[src/rtl/plsr_pkg.sv]
/*
  shared constants and carriers for the limit and sequencing command bank.
  assumes a single 25 MHz clock and a command-level word access port.
*/
package plsr_pkg;

  // ==========================================================================
  // command codes
  localparam logic [7:0] CMD_INPUT_OV_LIMIT = 8'h55;
  localparam logic [7:0] CMD_TURN_ON_DELAY  = 8'h60;
  localparam logic [7:0] CMD_TURN_ON_RISE   = 8'h61;
  localparam logic [7:0] CMD_COMM_STATUS    = 8'h7e;
  localparam logic [7:0] CMD_OT_WARN_LIMIT  = 8'h51;

  // ==========================================================================
  // word layouts
  localparam logic [4:0] OV_EXPONENT   = 5'h01;
  localparam logic [4:0] TIME_EXPONENT = 5'h1f;
  localparam logic [4:0] OTW_EXPONENT  = 5'h02;
  localparam int         EXP_LSB       = 11;
  localparam int         OV_MANT_W     = 4;
  localparam int         DLY_MANT_W    = 3;
  localparam int         RISE_MANT_W   = 6;
  localparam int         OTW_MANT_W    = 6;
  localparam int         CML_IVD_BIT   = 6;

  // ==========================================================================
  // reset and nonvolatile defaults
  localparam logic [3:0] OV_MANT_NVM_DEFAULT  = 4'h9;
  localparam logic [2:0] DLY_MANT_RESET       = 3'h0;
  localparam logic [5:0] RISE_MANT_RESET      = 6'h00;
  localparam logic [5:0] OTW_MANT_NVM_DEFAULT = 6'h22;

  // ==========================================================================
  // quantisation thresholds and restore codes
  localparam logic [3:0] OV_HIGH_FROM    = 4'h9;
  localparam logic [3:0] OV_RESTORE_LOW  = 4'h0;
  localparam logic [3:0] OV_RESTORE_HIGH = 4'h9;

  // ==========================================================================
  // timing: clock rate and turn-on delay figures
  localparam int CLK_HZ          = 25_000_000;
  localparam int DELAY_MIN_NS    = 50_000;
  localparam int DELAY_STEP_NS   = 500_000;
  localparam int DELAY_MIN_CYC   = (DELAY_MIN_NS * (CLK_HZ / 1_000_000) + 999) / 1000;
  localparam int DELAY_STEP_CYC  = DELAY_STEP_NS * (CLK_HZ / 1_000_000) / 1000;

  // ==========================================================================
  // selection encodings
  typedef enum logic [1:0] {OV_SEL_16V5, OV_SEL_18V5} plsr_ov_sel_t;
  typedef enum logic [2:0] {RISE_0MS5, RISE_1MS, RISE_2MS, RISE_4MS, RISE_8MS, RISE_16MS}
    plsr_rise_sel_t;
  typedef enum logic [2:0] {OTW_95, OTW_100, OTW_105, OTW_110, OTW_115, OTW_120, OTW_125,
    OTW_130} plsr_otw_sel_t;

  // command port carriers
  typedef struct packed {
    logic        wr;
    logic        rd;
    logic [7:0]  cmd;
    logic [15:0] wdata;
  } plsr_req_t;

  typedef struct packed {
    logic        valid;
    logic        nack;
    logic [15:0] rdata;
  } plsr_rsp_t;

endpackage

[src/rtl/plsr_regs.sv]
/*
  limit and sequencing command bank: input overvoltage limit, turn-on delay,
  turn-on rise time, and the over-temperature warning threshold decode.
  assumes a protocol engine on the same clock presents decoded word commands,
  and that comparator and strap inputs arrive asynchronously from pins.
*/
`timescale 1ns/1ps

// Operation
// - warn mantissa 26..63 maps to 105..130 degrees by range table
// - input overvoltage limit is command 55h, word read and write
// - input overvoltage fault always latches off switching, no retry
// - overvoltage fault sets input flag and asserts the host alert line
// - overvoltage word: exponent 00001b read-only, bits 10:4 zero, mantissa 3:0
// - mantissa below 9 selects 16.5 V, 9 to 15 selects 18.5 V
// - any written mantissa value is stored and read back unchanged
// - hardware uses the supported setting whose range holds the stored mantissa
// - nvm reload restores one fixed mantissa per supported setting
// - write changing read-only bits is nacked, dropped, sets cml and ivd
// - turn-on delay is command 60h, start request to rise begin
// - delay exponent 11111b, bits 10:3 zero, mantissa 2:0, code 0 gives 50 us
// - delay codes: 0 is 0.05 ms, 1 0.5, 2 1, 3..7 2 ms
// - turn-on rise is command 61h, sets soft-start slew
// - rise exponent 11111b, bits 10:6 zero, mantissa 5:0 reset zero
// - rise codes: <2 0.5, 2..3 1, 4..7 2, 8..15 4, 16..31 8 ms
// - initial rise setting comes from nvm or pin strap
module plsr_regs
#(
  parameter int TIMER_W = 17
)
(
  input  wire logic                clk,
  input  wire logic                sys_rst,
  input  wire plsr_pkg::plsr_req_t req,
  output plsr_pkg::plsr_rsp_t      rsp,
  input  wire logic                nvm_load,
  input  wire logic                nvm_use_strap,
  input  wire logic [5:0]          strap_rise_code,
  input  wire logic                ov_compare_raw,
  input  wire logic                start_request,
  input  wire logic                fault_clear,
  input  wire logic                cml_clear,
  output logic                     switching_enable,
  output logic                     rise_start,
  output plsr_pkg::plsr_ov_sel_t   ov_threshold_sel,
  output plsr_pkg::plsr_rise_sel_t rise_time_sel,
  output plsr_pkg::plsr_otw_sel_t  otw_threshold_sel,
  output logic                     input_overvoltage_flag,
  output logic                     host_alert_line_n,
  output logic                     status_cml,
  output logic [7:0]               comm_status
);
  import plsr_pkg::*;

  // ==========================================================================
  // decode helpers
  function automatic plsr_ov_sel_t ov_sel(input logic [3:0] m);
    ov_sel = (m < OV_HIGH_FROM) ? OV_SEL_16V5 : OV_SEL_18V5;
  endfunction

  function automatic logic [TIMER_W-1:0] delay_cyc(input logic [2:0] m);
    logic [TIMER_W-1:0] step;
    step = TIMER_W'(DELAY_STEP_CYC);
    unique case (m)
      3'd0:    delay_cyc = TIMER_W'(DELAY_MIN_CYC);
      3'd1:    delay_cyc = step;
      3'd2:    delay_cyc = TIMER_W'(2 * DELAY_STEP_CYC);
      default: delay_cyc = TIMER_W'(4 * DELAY_STEP_CYC);
    endcase
  endfunction

  // delay restore codes, one per supported delay setting
  function automatic logic [2:0] dly_restore(input logic [2:0] m);
    unique case (m)
      3'd0:    dly_restore = 3'd0;
      3'd1:    dly_restore = 3'd1;
      3'd2:    dly_restore = 3'd2;
      default: dly_restore = 3'd3;
    endcase
  endfunction

  function automatic plsr_rise_sel_t rise_sel(input logic [5:0] m);
    if (m < 6'd2)       rise_sel = RISE_0MS5;
    else if (m < 6'd4)  rise_sel = RISE_1MS;
    else if (m < 6'd8)  rise_sel = RISE_2MS;
    else if (m < 6'd16) rise_sel = RISE_4MS;
    else if (m < 6'd32) rise_sel = RISE_8MS;
    else                rise_sel = RISE_16MS;
  endfunction

  function automatic logic [5:0] rise_restore(input logic [5:0] m);
    unique case (rise_sel(m))
      RISE_0MS5: rise_restore = 6'd0;
      RISE_1MS:  rise_restore = 6'd2;
      RISE_2MS:  rise_restore = 6'd4;
      RISE_4MS:  rise_restore = 6'd8;
      RISE_8MS:  rise_restore = 6'd16;
      default:   rise_restore = 6'd32;
    endcase
  endfunction

  function automatic plsr_otw_sel_t otw_sel(input logic [5:0] m);
    if (m < 6'd25)      otw_sel = OTW_95;
    else if (m < 6'd26) otw_sel = OTW_100;
    else if (m < 6'd27) otw_sel = OTW_105;
    else if (m < 6'd29) otw_sel = OTW_110;
    else if (m < 6'd30) otw_sel = OTW_115;
    else if (m < 6'd31) otw_sel = OTW_120;
    else if (m < 6'd32) otw_sel = OTW_125;
    else                otw_sel = OTW_130;
  endfunction

  // ==========================================================================
  // stored mantissas, nvm images and write checks
  logic [OV_MANT_W-1:0]   ov_mant;
  logic [DLY_MANT_W-1:0]  dly_mant;
  logic [RISE_MANT_W-1:0] rise_mant;
  logic [OTW_MANT_W-1:0]  otw_mant;
  logic [OV_MANT_W-1:0]   ov_nvm;
  logic [RISE_MANT_W-1:0] rise_nvm;
  logic [DLY_MANT_W-1:0]  dly_nvm;
  logic                   wr_ov;
  logic                   wr_dly;
  logic                   wr_rise;
  logic                   wr_otw;
  logic                   ro_bad;
  logic                   wr_known;

  assign wr_ov    = req.wr && (req.cmd == CMD_INPUT_OV_LIMIT);
  assign wr_dly   = req.wr && (req.cmd == CMD_TURN_ON_DELAY);
  assign wr_rise  = req.wr && (req.cmd == CMD_TURN_ON_RISE);
  assign wr_otw   = req.wr && (req.cmd == CMD_OT_WARN_LIMIT);
  assign wr_known = wr_ov || wr_dly || wr_rise || wr_otw;

  // read-only bits must match what a read would return
  always_comb
  begin
    ro_bad = 1'b0;
    unique case (1'b1)
      wr_ov:   ro_bad = req.wdata[15:OV_MANT_W] != {OV_EXPONENT, 7'h00};
      wr_dly:  ro_bad = req.wdata[15:DLY_MANT_W] != {TIME_EXPONENT, 8'h00};
      wr_rise: ro_bad = req.wdata[15:RISE_MANT_W] != {TIME_EXPONENT, 5'h00};
      wr_otw:  ro_bad = req.wdata[15:OTW_MANT_W] != {OTW_EXPONENT, 5'h00};
      default: ro_bad = 1'b0;
    endcase
  end

  // nvm images track accepted writes as if stored; a store command is outside
  always_ff @(posedge clk)
  begin
    if (sys_rst)
    begin
      ov_nvm   <= OV_MANT_NVM_DEFAULT;
      rise_nvm <= RISE_MANT_RESET;
      dly_nvm  <= DLY_MANT_RESET;
    end
    else
    begin
      if (wr_ov && !ro_bad)
        ov_nvm <= req.wdata[OV_MANT_W-1:0];
      if (wr_rise && !ro_bad)
        rise_nvm <= req.wdata[RISE_MANT_W-1:0];
      if (wr_dly && !ro_bad)
        dly_nvm <= req.wdata[DLY_MANT_W-1:0];
    end
  end

  // ==========================================================================
  // strap code comes from pins, so two flops guard the reload path; the
  // straps are static after power-up, which is why a plain bus sync is safe
  logic [5:0] strap_sync1;
  logic [5:0] strap_sync2;

  always_ff @(posedge clk)
  begin
    if (sys_rst)
    begin
      strap_sync1 <= 6'h00;
      strap_sync2 <= 6'h00;
    end
    else
    begin
      strap_sync1 <= strap_rise_code;
      strap_sync2 <= strap_sync1;
    end
  end

  // ==========================================================================
  // mantissa registers: writes take effect on the next edge
  always_ff @(posedge clk)
  begin
    if (sys_rst)
    begin
      ov_mant   <= OV_MANT_NVM_DEFAULT;
      dly_mant  <= DLY_MANT_RESET;
      rise_mant <= RISE_MANT_RESET;
      otw_mant  <= OTW_MANT_NVM_DEFAULT;
    end
    else if (nvm_load)
    begin
      ov_mant  <= (ov_sel(ov_nvm) == OV_SEL_16V5) ? OV_RESTORE_LOW : OV_RESTORE_HIGH;
      dly_mant <= dly_restore(dly_nvm);
      rise_mant <= nvm_use_strap ? rise_restore(strap_sync2)
                                 : rise_restore(rise_nvm);
    end
    else if (wr_known && !ro_bad)
    begin
      if (wr_ov)
        ov_mant <= req.wdata[OV_MANT_W-1:0];
      if (wr_dly)
        dly_mant <= req.wdata[DLY_MANT_W-1:0];
      if (wr_rise)
        rise_mant <= req.wdata[RISE_MANT_W-1:0];
      if (wr_otw)
        otw_mant <= req.wdata[OTW_MANT_W-1:0];
    end
  end

  // ==========================================================================
  // command response: one cycle after the request
  always_ff @(posedge clk)
  begin
    if (sys_rst)
    begin
      rsp <= '0;
    end
    else
    begin
      rsp.valid <= req.wr || req.rd;
      rsp.nack  <= req.wr && (ro_bad || !wr_known);
      rsp.rdata <= 16'h0000;
      if (req.rd)
      begin
        unique case (req.cmd)
          CMD_INPUT_OV_LIMIT: rsp.rdata <= {OV_EXPONENT, 7'h00, ov_mant};
          CMD_TURN_ON_DELAY:  rsp.rdata <= {TIME_EXPONENT, 8'h00, dly_mant};
          CMD_TURN_ON_RISE:   rsp.rdata <= {TIME_EXPONENT, 5'h00, rise_mant};
          CMD_OT_WARN_LIMIT:  rsp.rdata <= {OTW_EXPONENT, 5'h00, otw_mant};
          CMD_COMM_STATUS:    rsp.rdata <= {8'h00, comm_status};
          default:            rsp.rdata <= 16'h0000;
        endcase
      end
    end
  end

  // ==========================================================================
  // command error flags; a new error beats a clear in the same cycle
  // unknown-command writes are nacked by the response path but leave these alone
  always_ff @(posedge clk)
  begin
    if (sys_rst)
    begin
      status_cml  <= 1'b0;
      comm_status <= 8'h00;
    end
    else if (wr_known && ro_bad)
    begin
      status_cml               <= 1'b1;
      comm_status[CML_IVD_BIT] <= 1'b1;
    end
    else if (cml_clear)
    begin
      status_cml  <= 1'b0;
      comm_status <= 8'h00;
    end
  end

  // ==========================================================================
  // comparator input crosses in through two flops
  logic ov_sync1;
  logic ov_sync2;

  always_ff @(posedge clk)
  begin
    if (sys_rst)
    begin
      ov_sync1 <= 1'b0;
      ov_sync2 <= 1'b0;
    end
    else
    begin
      ov_sync1 <= ov_compare_raw;
      ov_sync2 <= ov_sync1;
    end
  end

  // latch-off: only an explicit clear restarts, never a timer
  // a comparator still high re-asserts the latch, so a clear cannot mask it
  always_ff @(posedge clk)
  begin
    if (sys_rst)
    begin
      input_overvoltage_flag <= 1'b0;
      switching_enable       <= 1'b1;
      host_alert_line_n      <= 1'b1;
    end
    else if (ov_sync2)
    begin
      input_overvoltage_flag <= 1'b1;
      switching_enable       <= 1'b0;
      host_alert_line_n      <= 1'b0;
    end
    else if (fault_clear)
    begin
      input_overvoltage_flag <= 1'b0;
      switching_enable       <= 1'b1;
      host_alert_line_n      <= 1'b1;
    end
  end

  // ==========================================================================
  // turn-on delay; start request is same-clock logic
  logic timer_done;

  plsr_delay_timer #(
    .CNT_W (TIMER_W)
  ) u_delay (
    .clk         (clk),
    .sys_rst     (sys_rst),
    .start       (start_request && switching_enable),
    .abort       (ov_sync2),
    .load_cycles (delay_cyc(dly_mant)),
    .busy        (),
    .done        (timer_done)
  );

  // registered decoded settings; reg updates apply on the fly
  always_ff @(posedge clk)
  begin
    if (sys_rst)
    begin
      rise_start        <= 1'b0;
      ov_threshold_sel  <= OV_SEL_18V5;
      rise_time_sel     <= RISE_0MS5;
      otw_threshold_sel <= OTW_125;
    end
    else
    begin
      rise_start        <= timer_done && switching_enable;
      ov_threshold_sel  <= ov_sel(ov_mant);
      rise_time_sel     <= rise_sel(rise_mant);
      otw_threshold_sel <= otw_sel(otw_mant);
    end
  end

endmodule

[src/rtl/plsr_delay_timer.sv]
/*
  turn-on delay timer: counts from a start request to the release of the rise.
  assumes start is a one-cycle pulse from logic on the same clock.
*/
`timescale 1ns/1ps
module plsr_delay_timer
#(
  parameter int CNT_W = 17
)
(
  input  wire logic             clk,
  input  wire logic             sys_rst,
  input  wire logic             start,
  input  wire logic             abort,
  input  wire logic [CNT_W-1:0] load_cycles,
  output logic                  busy,
  output logic                  done
);
  import plsr_pkg::*;

  logic [CNT_W-1:0] count;

  // ==========================================================================
  // down counter; abort wins so a fault never lets the rise begin
  always_ff @(posedge clk)
  begin
    if (sys_rst || abort)
    begin
      count <= '0;
      busy  <= 1'b0;
      done  <= 1'b0;
    end
    else if (start)
    begin
      count <= load_cycles;
      busy  <= 1'b1;
      done  <= 1'b0;
    end
    else if (busy)
    begin
      count <= count - CNT_W'(1);
      done  <= (count == CNT_W'(1));
      busy  <= (count != CNT_W'(1));
    end
    else
    begin
      done <= 1'b0;
    end
  end

endmodule

[config.mk]
export PLATFORM = sky130hd
export DESIGN_NAME = plsr_regs
export DESIGN_NICKNAME = d
export VERILOG_FILES = /design/src/rtl/plsr_pkg.sv /design/src/rtl/plsr_regs.sv /design/src/rtl/plsr_delay_timer.sv
export SDC_FILE = /design/constraint.sdc
export NUM_CORES = 1
export LEC_CHECK = 0
export ABC_AREA = 1
export BUFFER_PORTS_ARGS = -buffer_cell sky130_fd_sc_hd__buf_2
export CORE_UTILIZATION = 32
export DETAILED_ROUTE_END_ITERATION = 8
export PLACE_DENSITY_LB_ADDON = 0.15
export SLEW_MARGIN = 10
export SYNTH_ARGS = -nofsm -noshare
export SYNTH_HDL_FRONTEND = slang
export SYNTH_SLANG_ARGS = --single-unit
[constraint.sdc]
create_clock -name clk -period 1.65 [get_ports clk]
set_input_delay 0.33 -clock clk [delete_from_list [all_inputs] [get_ports clk]]
set_output_delay 0.33 -clock clk [all_outputs]
set_load 0.02 [all_outputs]
==> out/metrics.cfg <==
[run_status]
outcome = completed

[route]
viasPerCell = 4.605
first_pass_iters = 5
drt.antenna.violating_nets = 0
wl_per_cell_um = 12.42
wirelength_um = 10570
drt-initial-drc-count = 201
drcViolationCount = 0
vias = 3919

[setup_path]
cp_top_family = simple AND/OR/NAND/NOR gates
rr_worst_depth = 9
cp_cell_sequence = nor2_2, nand2_2, nor2_2, inv_1, nor2_2, nand2_1, a21oi_1, a21oi_1, a211oi_1
cp-start-kind = flip-flop
slowest_stage = dfxtp_1
worst-endpoint-arrival_ns = 1.80
path_max_fanout = 4
cp_slowest_stage_delay_ns = 0.35
path_common_cell = nor2_2
path_depth = 9
cp-end-kind = flip-flop
crit_type = flip-flop to flip-flop
path_buf_inv = 1
worstPathRequired_ns = 1.90

[place]
place_congestion = 0.8329
post-place-ws_ns = -0.2547
dp_hpwl_um = 8370
io_buffers = 65

[clocking]
clock_latency_ns = 0.33
ctsHoldBuffers = 0
cts_tree = done
clk_pin_slew_worst_paths_ns = 0.06
clockBufferDepth = 2
clock-sinks = 85
htreeDepth = 3
cts_buffers = 9
root_buffer = clkbuf_16

[min_path]
hp-class = primary input to flip-flop
whs_path_depth = 3

[floorplan]
start_util = 0.3271
die_x_um = 115.4
row_count = 41
core_um2 = 12570
dieArea_um2 = 13310
die_y_um = 115.4
ios = 79

[logic_synthesis]
synth_top_area_cell = dfxtp_1
synth-compound-area-share = 0.1589
synthMuxAreaShare = 0
syn_area_um2 = 4111
yosys.area_share.simple = 0.2839
async_flop_share = 0
synth_warnings = 0
synth-main-ff-cell = dfxtp_1
synthTopCellsByArea = dfxtp_1 (41%), nor2_1 (7.9%), nand2_1 (7.2%)
synth-xor-area-share = 0.01491
synthAdderAreaFrac = 0.006086
synth-seq-cells = 85
synth_edf_count = 0
synth.distinct_cells = 40
syn_inst = 573
synth_top_family_by_area = simple AND/OR/NAND/NOR gates
synth_top_cell_area_share = 0.4139
ys_seq_area_frac = 0.4139
avgSynthCellArea_um2 = 7.175

[power_and_ir_drop]
ir_worst_vdd_uv = 876.5
pwr_density_cell_nw_per_um2 = 966.0
power_mw = 5.044
power_leakage_nw = 2.453

[timing]
period_minus_slack_ns = 1.556
maxSlewViolCount = 0
finClkSkew_ns = 0.008722
setup_violations = 0
fmax_mhz = 642.8
fin_crit_sh = 0.9428
setup_ws_ns = 0.09437
hold_viol_final = 0
whs_ns = 0.2007

[grt]
grt_pass1_vias = 3722
grt.overflow.total = 0
gr-usage-all-layers = 0.1670
grt_pass1_wl_um = 17310
grt_max_degree = 19
antenna_found_initial = 0

[layout]
area_growth_pct = 26.99
antennaDiodeCount = 0
drive_above_1_share = 0.2518
nets = 716
fin_util = 0.4154

[run]
maxCapViolCount = 0

[cells in the mapped netlist, types with 6 or more instances]
cell type	n
buf_4	16
a221oi_1	8
o211ai_1	8
inv_2	7
nand2_1	79
nand3_1	49
nor2_1	86
o21ai_0	31
a21oi_1	46
dfxtp_1	85
nand3_2	6
clkbuf_1	10
inv_1	76
[cell families after synthesis]
family,after synthesis
flops,85
xor+xnor,7
simple gates,252
fa+ha+maj,2
compound gates,113
buf+inv,113
other cells,1
[state kept, by name, summed over array words and instances (netlist names), 3 cells and up]
| name | flops |
|---|---|
| u_delay.count | 17 |
| rsp | 12 |
| otw_mant | 6 |
| rise_mant | 6 |
| rise_nvm | 5 |
| strap_sync1 | 5 |
| strap_sync2 | 5 |
| ov_mant | 4 |
| ov_nvm | 4 |
| dly_mant | 3 |
| dly_nvm | 3 |
| otw_threshold_sel | 3 |
| rise_time_sel | 3 |
[cell usage in the layout (no fill, tap or decap), types with 2 or more instances in the layout]
cell	n
dfxtp_1	83
nand2_1	78
nor2_1	78
inv_1	74
buf_2	65
nand3_1	48
a21oi_1	46
buf_4	41
o21ai_0	31
conb_1	12
nor2_2	10
inv_2	9
clkbuf_16	9
a221oi_1	8
o211ai_1	8
nor2_4	7
nand3_2	7
nand2_2	5
o21ai_1	5
xor2_1	4
nand4_1	4
nor3_1	4
nand3b_1	4
a31oi_1	3
o221ai_1	3
xnor2_1	3
clkbuf_8	3
clkinv_2	3
o22ai_1	2
a21oi_2	2
o31ai_1	2
o21a_1	2
nand4_2	2
buf_12	2
dfxtp_2	2
[per-stage QoR]
stage | std cells | TNS (ns) | cell area [um2]
final | 851 | 0 | 5221
after CTS | 848 | 0 | 5149
after global placement | 832 | -5.772 | 4835
after global routing | 851 | -0.04954 | 5221
after floorplan | 584 | 0 | 4153
after detailed placement | 832 | -5.513 | 4835
[area by class of cell]
type / instances / area, um2
flip-flops and latches: 85 / 1704
fillers: 1348 / 7347
clock buffers: 12 / 266.5
clock inverters: 4 / 45.04
inverters: 84 / 315.3
repair buffers: 108 / 673.1
well taps: 172 / 215.2
multi-input cells: 386 / 2002
[report_power, final]
part / internal (mW) / switching (mW) / leakage [nW]
registers: 2.14 / 0.0621 / 0.695
clock network: 1.29 / 0.785 / 0.158
logic: 0.305 / 0.467 / 1.60
[worst paths after layout]
path | from | end | slack [ns]
worst max register to register | u_delay.count[5]$_SDFFE_PP0P_ | u_delay.count[10]$_SDFFE_PP0P_ | 0.09
worst min register to register | strap_sync1[2]$_SDFF_PP0_ | strap_sync2[2]$_SDFF_PP0_ | 0.40
worst max-delay path | u_delay.count[5]$_SDFFE_PP0P_ | u_delay.count[10]$_SDFFE_PP0P_ | 0.09
worst min-delay path | ov_compare_raw | ov_sync1$_SDFF_PP0_ | 0.20
[repair_timing]
item | CTS | global route
pin swaps | 0 | 5
setup buffers | 0 | 3
gates resized for setup | 1 | 17
setup endpoints to repair | 1 | 12
gates cloned | 0 | 0
[worst reg2reg max path, delay by kind of cell (launching register included)]
| family | cells | cell delay, ns |
|---|---|---|
| flops | 1 | 0.35 |
| simple gates | 5 | 0.59 |
| compound gates | 3 | 0.45 |
| buf+inv | 1 | 0.08 |
[metal layers]
layer  wire [um]  vias to the layer above  GRT usage
met5           0                        -          0
met1        5068                     1775     0.2152
met3         437                       11    0.03426
met4         102                        0    0.03983
li1            -                     2055          -
met2        4956                       78     0.2850
Power figures use the tool's default switching activity.
